==> config.mk <==
export PLATFORM = sky130hd
export DESIGN_NAME = fsrr_top
export DESIGN_NICKNAME = d
export VERILOG_FILES = /design/src/hw/fsrr_pkg.sv /design/src/hw/fsrr_top.sv /design/src/hw/fsrr_sync.sv /design/src/hw/fsrr_regs.sv
export SDC_FILE = /design/constraint.sdc
export NUM_CORES = 1
export LEC_CHECK = 0
export BUFFER_PORTS_ARGS = -buffer_cell sky130_fd_sc_hd__buf_4
export CORE_MARGIN = 4
export CORE_UTILIZATION = 40
export DETAILED_ROUTE_END_ITERATION = 8
export PLACE_DENSITY = 0.63
export SLEW_MARGIN = 20
export SYNTH_ARGS = -nofsm -noshare
export SYNTH_HDL_FRONTEND = slang
export SYNTH_SLANG_ARGS = --single-unit
==> constraint.sdc <==
create_clock -name mclk -period 2.7 [get_ports mclk]
set_clock_uncertainty 0.2 [all_clocks]
set_input_delay 0.405 -clock mclk [delete_from_list [all_inputs] [get_ports mclk]]
set_output_delay 0.405 -clock mclk [all_outputs]
set_load 0.01 [all_outputs]
==> src/hw/fsrr_pkg.sv <==
// Shared constants for the flash status register read block
package fsrr_pkg;

  // ----------------------------------------------------------------
  // Read opcodes
  // ----------------------------------------------------------------
  localparam logic [7:0] FSRR_OP_READ_SR1 = 8'h05;
  localparam logic [7:0] FSRR_OP_READ_SR2 = 8'h35;
  localparam logic [7:0] FSRR_OP_READ_SR3 = 8'h15;

  // ----------------------------------------------------------------
  // Register selection codes
  // ----------------------------------------------------------------
  localparam logic [1:0] FSRR_SEL_NONE = 2'h0;
  localparam logic [1:0] FSRR_SEL_SR1 = 2'h1;
  localparam logic [1:0] FSRR_SEL_SR2 = 2'h2;
  localparam logic [1:0] FSRR_SEL_SR3 = 2'h3;

  // ----------------------------------------------------------------
  // Field positions
  // ----------------------------------------------------------------
  localparam int FSRR_SR1_GUARD0 = 7;
  localparam int FSRR_SR1_PROT_HI = 6;
  localparam int FSRR_SR1_PROT_LO = 2;
  localparam int FSRR_SR1_LATCH = 1;
  localparam int FSRR_SR1_BUSY = 0;
  localparam int FSRR_SR2_ERASE_P = 7;
  localparam int FSRR_SR2_INVERT = 6;
  localparam int FSRR_SR2_LOCK_HI = 5;
  localparam int FSRR_SR2_LOCK_LO = 3;
  localparam int FSRR_SR2_PROG_P = 2;
  localparam int FSRR_SR2_QUAD = 1;
  localparam int FSRR_SR2_GUARD1 = 0;
  localparam int FSRR_SR3_DRV_HI = 6;
  localparam int FSRR_SR3_DRV_LO = 5;

  // ----------------------------------------------------------------
  // Reset values
  // ----------------------------------------------------------------
  localparam logic [4:0] FSRR_PROT_RST = 5'h00;
  localparam logic [2:0] FSRR_LOCK_RST = 3'h0;
  localparam logic [1:0] FSRR_DRV_RST = 2'h3;
  localparam logic [1:0] FSRR_GUARD_RST = 2'h0;
  // Pin synchroniser idle {sck, cs_n, si, write_guard_pin_n}: chip select and guard pin inactive
  localparam logic [3:0] FSRR_PIN_RST = 4'h5;

  // ----------------------------------------------------------------
  // Guard encodings {sr_guard_1, sr_guard_0}
  // ----------------------------------------------------------------
  localparam logic [1:0] FSRR_GUARD_SOFT = 2'h0;
  localparam logic [1:0] FSRR_GUARD_PIN = 2'h1;
  localparam logic [1:0] FSRR_GUARD_LOCKDOWN = 2'h2;

  // ----------------------------------------------------------------
  // Serial engine states
  // ----------------------------------------------------------------
  typedef enum logic [3:0]
  {
    FSRR_IDLE = 4'b0001,
    FSRR_OPCODE = 4'b0010,
    FSRR_SEND = 4'b0100,
    FSRR_IGNORE = 4'b1000
  } fsrr_state_t;

endpackage : fsrr_pkg

==> src/hw/fsrr_top.sv <==
// Serial status register read engine of the flash device
`timescale 1ns/100ps
`default_nettype none

// Operation
// - Opcode 05h after chip select selects first status register for output.
// - Opcode 35h selects second status register for output.
// - Opcode 15h selects third status register for output.
// - After bit 0, output restarts at bit 7 while selected and clocked.
// - Each repeated byte is a fresh sample of the live register.
// - Chip select release ends the read and floats serial output.
// - Chip select may be released at any bit position.
// - Status reads are served even while an internal operation runs.
// - First register: guard0, size, top/bottom, level2..0, write latch, busy.
// - Write latch is read-only, resets to 0, reads 1 when enabled.
// - Busy flag is read-only, 1 while an internal operation runs.
// - Status writes change only writable bits; read-only bits stay hardware-driven.
// - Second register bit 7 shows erase suspended, read-only.
// - Second register bit 2 shows program suspended, read-only.
// - Second register bit 6 inverts protection, writable, resets 0.
// - Second register bits 5..3 lock security pages 3..1.
// - Second register bit 1 turns pause and guard pins into data pins.
// - Second register bit 0 is writable guard bit 1.
// - Third register bits 6:5 choose output strength, reset 11.
// - Guard 00 allows writes, 01 blocks on low pin, 10 locks.
// - Write latch clears on reset and on write, program or erase end.
module fsrr_top
  import fsrr_pkg::*;
(
  input wire logic mclk,
  input wire logic nrst,
  input wire logic sck,
  input wire logic cs_n,
  input wire logic si,
  output logic so_out,
  output logic so_oe,
  input wire logic write_guard_pin_n,
  input wire logic busy_in,
  input wire logic erase_paused_in,
  input wire logic program_paused_in,
  input wire logic latch_set,
  input wire logic latch_clr,
  input wire logic wsr_req,
  input wire logic [1:0] wsr_sel,
  input wire logic [7:0] wsr_data,
  output logic write_latch,
  output logic busy_flag,
  output logic [1:0] sr_guard,
  output logic prot_size_select,
  output logic prot_top_bottom,
  output logic [2:0] prot_level,
  output logic protect_invert,
  output logic [2:0] page_lock,
  output logic quad_io_enable,
  output logic [1:0] output_strength,
  output logic status_write_ok
);

  // ----------------------------------------------------------------
  // Pin synchronisation
  // ----------------------------------------------------------------
  logic [3:0] pins_s;
  logic sck_s;
  logic cs_n_s;
  logic si_s;
  logic guard_pin_s;

  // Reset to the idle pin levels so no frame seems to start as reset lifts
  fsrr_sync #(.WIDTH(4), .RST_VAL(FSRR_PIN_RST)) u_sync
  (
    .mclk(mclk),
    .nrst(nrst),
    .din({sck, cs_n, si, write_guard_pin_n}),
    .dout(pins_s)
  );

  // Guard pin is active low: in guard 01, low means writes are held off
  assign sck_s = pins_s[3];
  assign cs_n_s = pins_s[2];
  assign si_s = pins_s[1];
  assign guard_pin_s = pins_s[0];

  // ----------------------------------------------------------------
  // Register bank
  // ----------------------------------------------------------------
  logic [7:0] sr1;
  logic [7:0] sr2;
  logic [7:0] sr3;

  fsrr_regs u_regs
  (
    .mclk(mclk),
    .nrst(nrst),
    .busy_in(busy_in),
    .erase_paused_in(erase_paused_in),
    .program_paused_in(program_paused_in),
    .latch_set(latch_set),
    .latch_clr(latch_clr),
    .guard_pin_s(guard_pin_s),
    .wsr_req(wsr_req),
    .wsr_sel(wsr_sel),
    .wsr_data(wsr_data),
    .sr1(sr1),
    .sr2(sr2),
    .sr3(sr3),
    .write_latch(write_latch),
    .guard(sr_guard),
    .write_ok(status_write_ok)
  );

  // Field views for the rest of the device
  assign busy_flag = sr1[FSRR_SR1_BUSY];
  assign prot_size_select = sr1[FSRR_SR1_PROT_HI];
  assign prot_top_bottom = sr1[FSRR_SR1_PROT_HI-1];
  assign prot_level = sr1[FSRR_SR1_PROT_LO+2:FSRR_SR1_PROT_LO];
  assign protect_invert = sr2[FSRR_SR2_INVERT];
  assign page_lock = sr2[FSRR_SR2_LOCK_HI:FSRR_SR2_LOCK_LO];
  assign quad_io_enable = sr2[FSRR_SR2_QUAD];
  assign output_strength = sr3[FSRR_SR3_DRV_HI:FSRR_SR3_DRV_LO];

  // ----------------------------------------------------------------
  // Serial clock edge detection
  // ----------------------------------------------------------------
  logic sck_q;
  logic sck_rise;
  logic sck_fall;
  logic cs_act;

  always_ff @(posedge mclk or negedge nrst)
  begin
    if (!nrst)
      sck_q <= 1'b0;
    else
      sck_q <= sck_s;
  end

  // Works for both idle clock levels since only edges count
  assign sck_rise = sck_s & ~sck_q;
  assign sck_fall = ~sck_s & sck_q;
  assign cs_act = ~cs_n_s;

  // ----------------------------------------------------------------
  // Serial engine
  // ----------------------------------------------------------------
  fsrr_state_t state;
  fsrr_state_t next_state;
  logic [6:0] op_shift;
  logic [6:0] next_op_shift;
  logic [2:0] bit_cnt;
  logic [2:0] next_bit_cnt;
  logic [1:0] sel;
  logic [1:0] next_sel;
  logic [7:0] snap;
  logic [7:0] next_snap;
  logic [2:0] out_idx;
  logic [2:0] next_out_idx;
  logic next_so_out;
  logic [7:0] full_op;
  logic [7:0] live_byte;
  logic [7:0] cur_byte;

  assign full_op = {op_shift, si_s};

  // Live contents of the selected register
  always_comb
  begin
    if (sel == FSRR_SEL_SR1)
      live_byte = sr1;
    else if (sel == FSRR_SEL_SR2)
      live_byte = sr2;
    else if (sel == FSRR_SEL_SR3)
      live_byte = sr3;
    else
      live_byte = 8'h00;
  end

  // Fresh sample at every byte start, held for the rest of the byte
  assign cur_byte = (out_idx == 3'h7) ? live_byte : snap;

  // Next-state logic; no busy term, reads never wait on internal work
  always_comb
  begin
    next_state = state;
    next_op_shift = op_shift;
    next_bit_cnt = bit_cnt;
    next_sel = sel;
    next_snap = snap;
    next_out_idx = out_idx;
    next_so_out = so_out;
    if (!cs_act)
    begin
      // Release at any bit ends the read at once
      next_state = FSRR_IDLE;
      next_bit_cnt = 3'h0;
      next_sel = FSRR_SEL_NONE;
      next_out_idx = 3'h7;
      next_so_out = 1'b0;
    end
    else
    begin
      case (state)
        FSRR_IDLE:
        begin
          next_state = FSRR_OPCODE;
          next_bit_cnt = 3'h0;
        end
        FSRR_OPCODE:
        begin
          if (sck_rise)
          begin
            next_op_shift = full_op[6:0];
            next_bit_cnt = bit_cnt + 3'h1;
            if (bit_cnt == 3'h7)
            begin
              next_out_idx = 3'h7;
              next_state = FSRR_SEND;
              if (full_op == FSRR_OP_READ_SR1)
                next_sel = FSRR_SEL_SR1;
              else if (full_op == FSRR_OP_READ_SR2)
                next_sel = FSRR_SEL_SR2;
              else if (full_op == FSRR_OP_READ_SR3)
                next_sel = FSRR_SEL_SR3;
              else
                next_state = FSRR_IGNORE;
            end
          end
        end
        FSRR_SEND:
        begin
          if (sck_fall)
          begin
            next_so_out = cur_byte[out_idx];
            next_snap = cur_byte;
            next_out_idx = out_idx - 3'h1;
          end
        end
        FSRR_IGNORE:
        begin
          next_state = FSRR_IGNORE;
        end
        default:
        begin
          next_state = FSRR_IDLE;
        end
      endcase
    end
  end

  // Engine registers
  always_ff @(posedge mclk or negedge nrst)
  begin
    if (!nrst)
    begin
      state <= FSRR_IDLE;
      op_shift <= 7'h00;
      bit_cnt <= 3'h0;
      sel <= FSRR_SEL_NONE;
      snap <= 8'h00;
      out_idx <= 3'h7;
      so_out <= 1'b0;
    end
    else
    begin
      state <= next_state;
      op_shift <= next_op_shift;
      bit_cnt <= next_bit_cnt;
      sel <= next_sel;
      snap <= next_snap;
      out_idx <= next_out_idx;
      so_out <= next_so_out;
    end
  end

  // Drive only while streaming; high impedance otherwise
  assign so_oe = (state == FSRR_SEND);

  logic opc_done;
  assign opc_done = (state == FSRR_OPCODE) && cs_act && sck_rise && (bit_cnt == 3'h7);
endmodule : fsrr_top

`default_nettype wire

==> src/hw/fsrr_sync.sv <==
// Two-flop synchroniser for pin inputs
`timescale 1ns/100ps
`default_nettype none

module fsrr_sync
#(
  parameter int WIDTH = 1,
  parameter logic [WIDTH-1:0] RST_VAL = '0
)
(
  input wire logic mclk,
  input wire logic nrst,
  input wire logic [WIDTH-1:0] din,
  output logic [WIDTH-1:0] dout
);

  logic [WIDTH-1:0] meta;

  // First stage feeds only the second stage
  always_ff @(posedge mclk or negedge nrst)
  begin
    if (!nrst)
    begin
      meta <= RST_VAL;
      dout <= RST_VAL;
    end
    else
    begin
      meta <= din;
      dout <= meta;
    end
  end

endmodule : fsrr_sync

`default_nettype wire

==> src/hw/fsrr_regs.sv <==
// Status register bank: writable fields, latch and live hardware flags
`timescale 1ns/100ps
`default_nettype none

module fsrr_regs
  import fsrr_pkg::*;
(
  input wire logic mclk,
  input wire logic nrst,
  input wire logic busy_in,
  input wire logic erase_paused_in,
  input wire logic program_paused_in,
  input wire logic latch_set,
  input wire logic latch_clr,
  input wire logic guard_pin_s,
  input wire logic wsr_req,
  input wire logic [1:0] wsr_sel,
  input wire logic [7:0] wsr_data,
  output logic [7:0] sr1,
  output logic [7:0] sr2,
  output logic [7:0] sr3,
  output logic write_latch,
  output logic [1:0] guard,
  output logic write_ok
);

  logic [4:0] prot;
  logic [4:0] next_prot;
  logic invert;
  logic next_invert;
  logic [2:0] locks;
  logic [2:0] next_locks;
  logic quad;
  logic next_quad;
  logic [1:0] drv;
  logic [1:0] next_drv;
  logic [1:0] next_guard;
  logic next_write_latch;

  // Write permitted only with latch set and guard open
  assign write_ok = wsr_req & write_latch & ((guard == FSRR_GUARD_SOFT) |
                    ((guard == FSRR_GUARD_PIN) & guard_pin_s));

  // Live images; read-only bits come straight from hardware
  assign sr1 = {guard[0], prot, write_latch, busy_in};
  assign sr2 = {erase_paused_in, invert, locks, program_paused_in, quad, guard[1]};
  assign sr3 = {1'b0, drv, 5'h00};

  // Next values: only writable fields take write data
  always_comb
  begin
    next_prot = prot;
    next_invert = invert;
    next_locks = locks;
    next_quad = quad;
    next_drv = drv;
    next_guard = guard;
    if (write_ok)
    begin
      if (wsr_sel == FSRR_SEL_SR1)
      begin
        next_guard[0] = wsr_data[FSRR_SR1_GUARD0];
        next_prot = wsr_data[FSRR_SR1_PROT_HI:FSRR_SR1_PROT_LO];
      end
      else if (wsr_sel == FSRR_SEL_SR2)
      begin
        next_invert = wsr_data[FSRR_SR2_INVERT];
        next_locks = wsr_data[FSRR_SR2_LOCK_HI:FSRR_SR2_LOCK_LO];
        next_quad = wsr_data[FSRR_SR2_QUAD];
        next_guard[1] = wsr_data[FSRR_SR2_GUARD1];
      end
      else if (wsr_sel == FSRR_SEL_SR3)
      begin
        next_drv = wsr_data[FSRR_SR3_DRV_HI:FSRR_SR3_DRV_LO];
      end
    end
    // Set wins so an enable racing a completion is not lost
    if (latch_set)
      next_write_latch = 1'b1;
    else if (latch_clr | wsr_req)
      next_write_latch = 1'b0;
    else
      next_write_latch = write_latch;
  end

  // Register stage; lockdown guard only leaves on reset (power cycle)
  always_ff @(posedge mclk or negedge nrst)
  begin
    if (!nrst)
    begin
      prot <= FSRR_PROT_RST;
      invert <= 1'b0;
      locks <= FSRR_LOCK_RST;
      quad <= 1'b0;
      drv <= FSRR_DRV_RST;
      guard <= FSRR_GUARD_RST;
      write_latch <= 1'b0;
    end
    else
    begin
      prot <= next_prot;
      invert <= next_invert;
      locks <= next_locks;
      quad <= next_quad;
      drv <= next_drv;
      guard <= next_guard;
      write_latch <= next_write_latch;
    end
  end
endmodule : fsrr_regs

`default_nettype wire

==> out/metrics.cfg <==
[global_route]
grt_max_degree = 53
globalRoute.totalOverflow = 0
antenna_found_initial = 0
grt_first_pass_wirelength_um = 8290
grt_pass1_vias = 1710
track_usage = 0.140

[worst_setup_path]
crit_chain = ha_1 > and2_1 > nor2_1 > o32a_1 > a211o_1 > a311oi_2
slowest_stage = dfstp_2
cp_top_family = compound AO/OA/AOI/OAI gates
crit_path_end_kind = flip-flop
critPathMaxStageDelay_ns = 0.62
path_buf_inv = 0
required_ns = 2.71
start_kind = flip-flop
worst-path-stages = 6
crit_arrival_ns = 2.27
crit_type = flip-flop to flip-flop
r2r_cells = 6
cp_max_fo = 9

[timing]
fin_crit_sh = 0.836
slew-limit-headroom = 0.573
setup_violations = 0
final_hold_viol_count = 0
fin_tns_setup_ns = 0
fin_ws_ns = 0.444
rsz0062_at_grt = no
min_period_ns = 2.26
worstMarginPinSlew_ns = 0.641
fmax_ghz = 0.443
finalMaxSlewViolations = 0

[place]
place_congestion = 0.788
dp.cells = 321
port_buffers = 40
dp_hpwl_um = 3450
dp_worst_setup_slack_ns = 0.488
post_dp_cell_area_um2 = 2780

[clock_network]
clk_pin_slew_ns = 0.10
cts-resized-gates = 0
post-cts-setup-buffer-count = 0
cts.sinks = 52
cts_tree = done
cts_max_path_buffers = 2
cts-hold-fix-buffers = 5
cts_root_buf = clkbuf_8
numCtsBuffers = 5
htreeDepth = 2
insertion_delay_ns = 0.30

[worst_hold_path]
hold_depth = 2
hp-class = input port to flip-flop

[layout]
final_common_cell = dfrtp_1
layout-drive-gt1-share = 0.340
multi_input_area_um2 = 1050
antenna_cells = 0
n_fill_cell = 551
final_area_um2 = 2960
regArea_um2 = 1310
nNetsFinal = 287
mostFrequentLayoutCells = 42 x dfrtp_1, 41 x buf_4, 27 x nand2_1, 15 x mux2_2, 14 x nor2_1
syn_to_final_growth_pct = 21.8
fin_util = 0.499
fin_cells = 334

[yosys]
ys_warn_count = 0
syn_area_um2 = 2430
ys_ff_latch = 52
synthArstFlopShare = 1.00
synth_seq_area_share = 0.541
synthDistinctLibCells = 51
synthFlopType = dfrtp_1
synth-edff-count = 0
synthCells = 212
syn-mean-instance-area_um2 = 11.4
synth_fp_nets = 241

[drt]
drtIter0Drc = 71
drtPass1Iterations = 4
via_per_inst = 5.17
post_drt_wl_per_cell_um = 14.4
wirelength_um = 4800
vias = 1728
drc = 0
ant_nets = 0

[floorplan]
die_w_um = 85.9
num_io_pins = 41
core.rowCount = 28
die-area_um2 = 7380
initial_core_util = 0.410
die_height_um = 85.9
coreArea_um2 = 5920

[power]
clkPwrFrac = 0.301
power_frac_comb = 0.175
powerDensity_nw_per_um2 = 629
p_switching_mw = 0.483
leakagePower_nw = 1.33
seqPwrFrac = 0.523
p_int_mw = 1.38
irDropWorstVdd_mv = 0.352
p_sw_frac = 0.260

[run_status]
outcome = finished, final reports clean

[flow_run]
maxCapViolCount = 0

-- power by group through the flow --
stage / Combinational, mW / Clock (mW) / Sequential (mW)
after floorplan: 0.127 / 0 / 0.991
after global placement: 0.320 / 0 / 0.987
after detailed placement: 0.326 / 0 / 0.987
after CTS: 0.333 / 0.581 / 0.973
after global routing: 0.360 / 0.606 / 0.992
final: 0.326 / 0.560 / 0.972
-- synthesized netlist by cell type, types with 3 or more instances --
cell type | number | share of area
nor2_1 | 14 | 0.022
dfrtp_1 | 42 | 0.43
mux2_2 | 15 | 0.070
nand2b_1 | 9 | 0.023
ha_1 | 7 | 0.036
dfstp_2 | 10 | 0.11
a21oi_1 | 11 | 0.023
o21ai_0 | 9 | 0.019
a221oi_1 | 6 | 0.022
nand2_1 | 27 | 0.042
buf_2 | 3 | 0.0062
inv_1 | 6 | 0.0093
-- routing by layer --
metal	GRT usage	up-vias	share of wire
met2	0.207	35	0.45
li1	-	846	-
met5	0	-	0
met3	0.0250	5	0.035
met1	0.203	842	0.50
met4	0.0576	0	0.015
-- flip-flops by register name, indices dropped and copies added, names as in the netlist --
signal / flops
u_regs.quad: 1
u_sync.dout: 4
u_regs.prot: 5
u_regs.locks: 3
u_regs.drv: 2
snap: 8
out_idx: 3
op_shift: 7
sel: 2
u_regs.guard: 2
sck_q: 1
u_regs.invert: 1
bit_cnt: 3
u_sync.meta: 4
state: 4
so_out: 1
u_regs.write_latch: 1
-- worst paths after layout --
check | startpoint | slack (ns) | endpoint
min in group asynchronous | nrst | 0.46 | u_regs.prot[1]
min | latch_set | 0.08 | u_regs.write_latch
max in group asynchronous | nrst | 1.41 | u_sync.meta[3]
max reg2reg | out_idx[0] | 0.44 | so_out
max | out_idx[0] | 0.44 | so_out
min reg2reg | u_sync.meta[1] | 0.15 | u_sync.dout[1]
-- metrics by stage --
step	hold slack [ns]	total power, mW
after floorplan	-0.0906	1.12
after global placement	0.131	1.31
after detailed placement	0.135	1.31
after CTS	0.0778	1.89
after global routing	0.0829	1.96
final	0.0846	1.86
-- cells by family after synthesis --
logic type | synth area share
buffers and inverters | 0.0278
xor gates and xnor gates | 0.00722
adders and majority gates | 0.0361
and+or+nand+nor | 0.164
DFF | 0.541
muxes | 0.0696
AOI/OAI and AO/OA | 0.154
-- layout make-up --
| class | count | share of cell area |
|---|---|---|
| clock buffer | 6 | 0.0279 |
| clock inverter | 2 | 0.0131 |
| inverter | 6 | 0.00762 |
| multi-input combinational | 147 | 0.354 |
| sequential | 52 | 0.445 |
| tap | 75 | 0.0318 |
| timing repair buffer | 46 | 0.121 |
(Power assumes the default switching activity.)
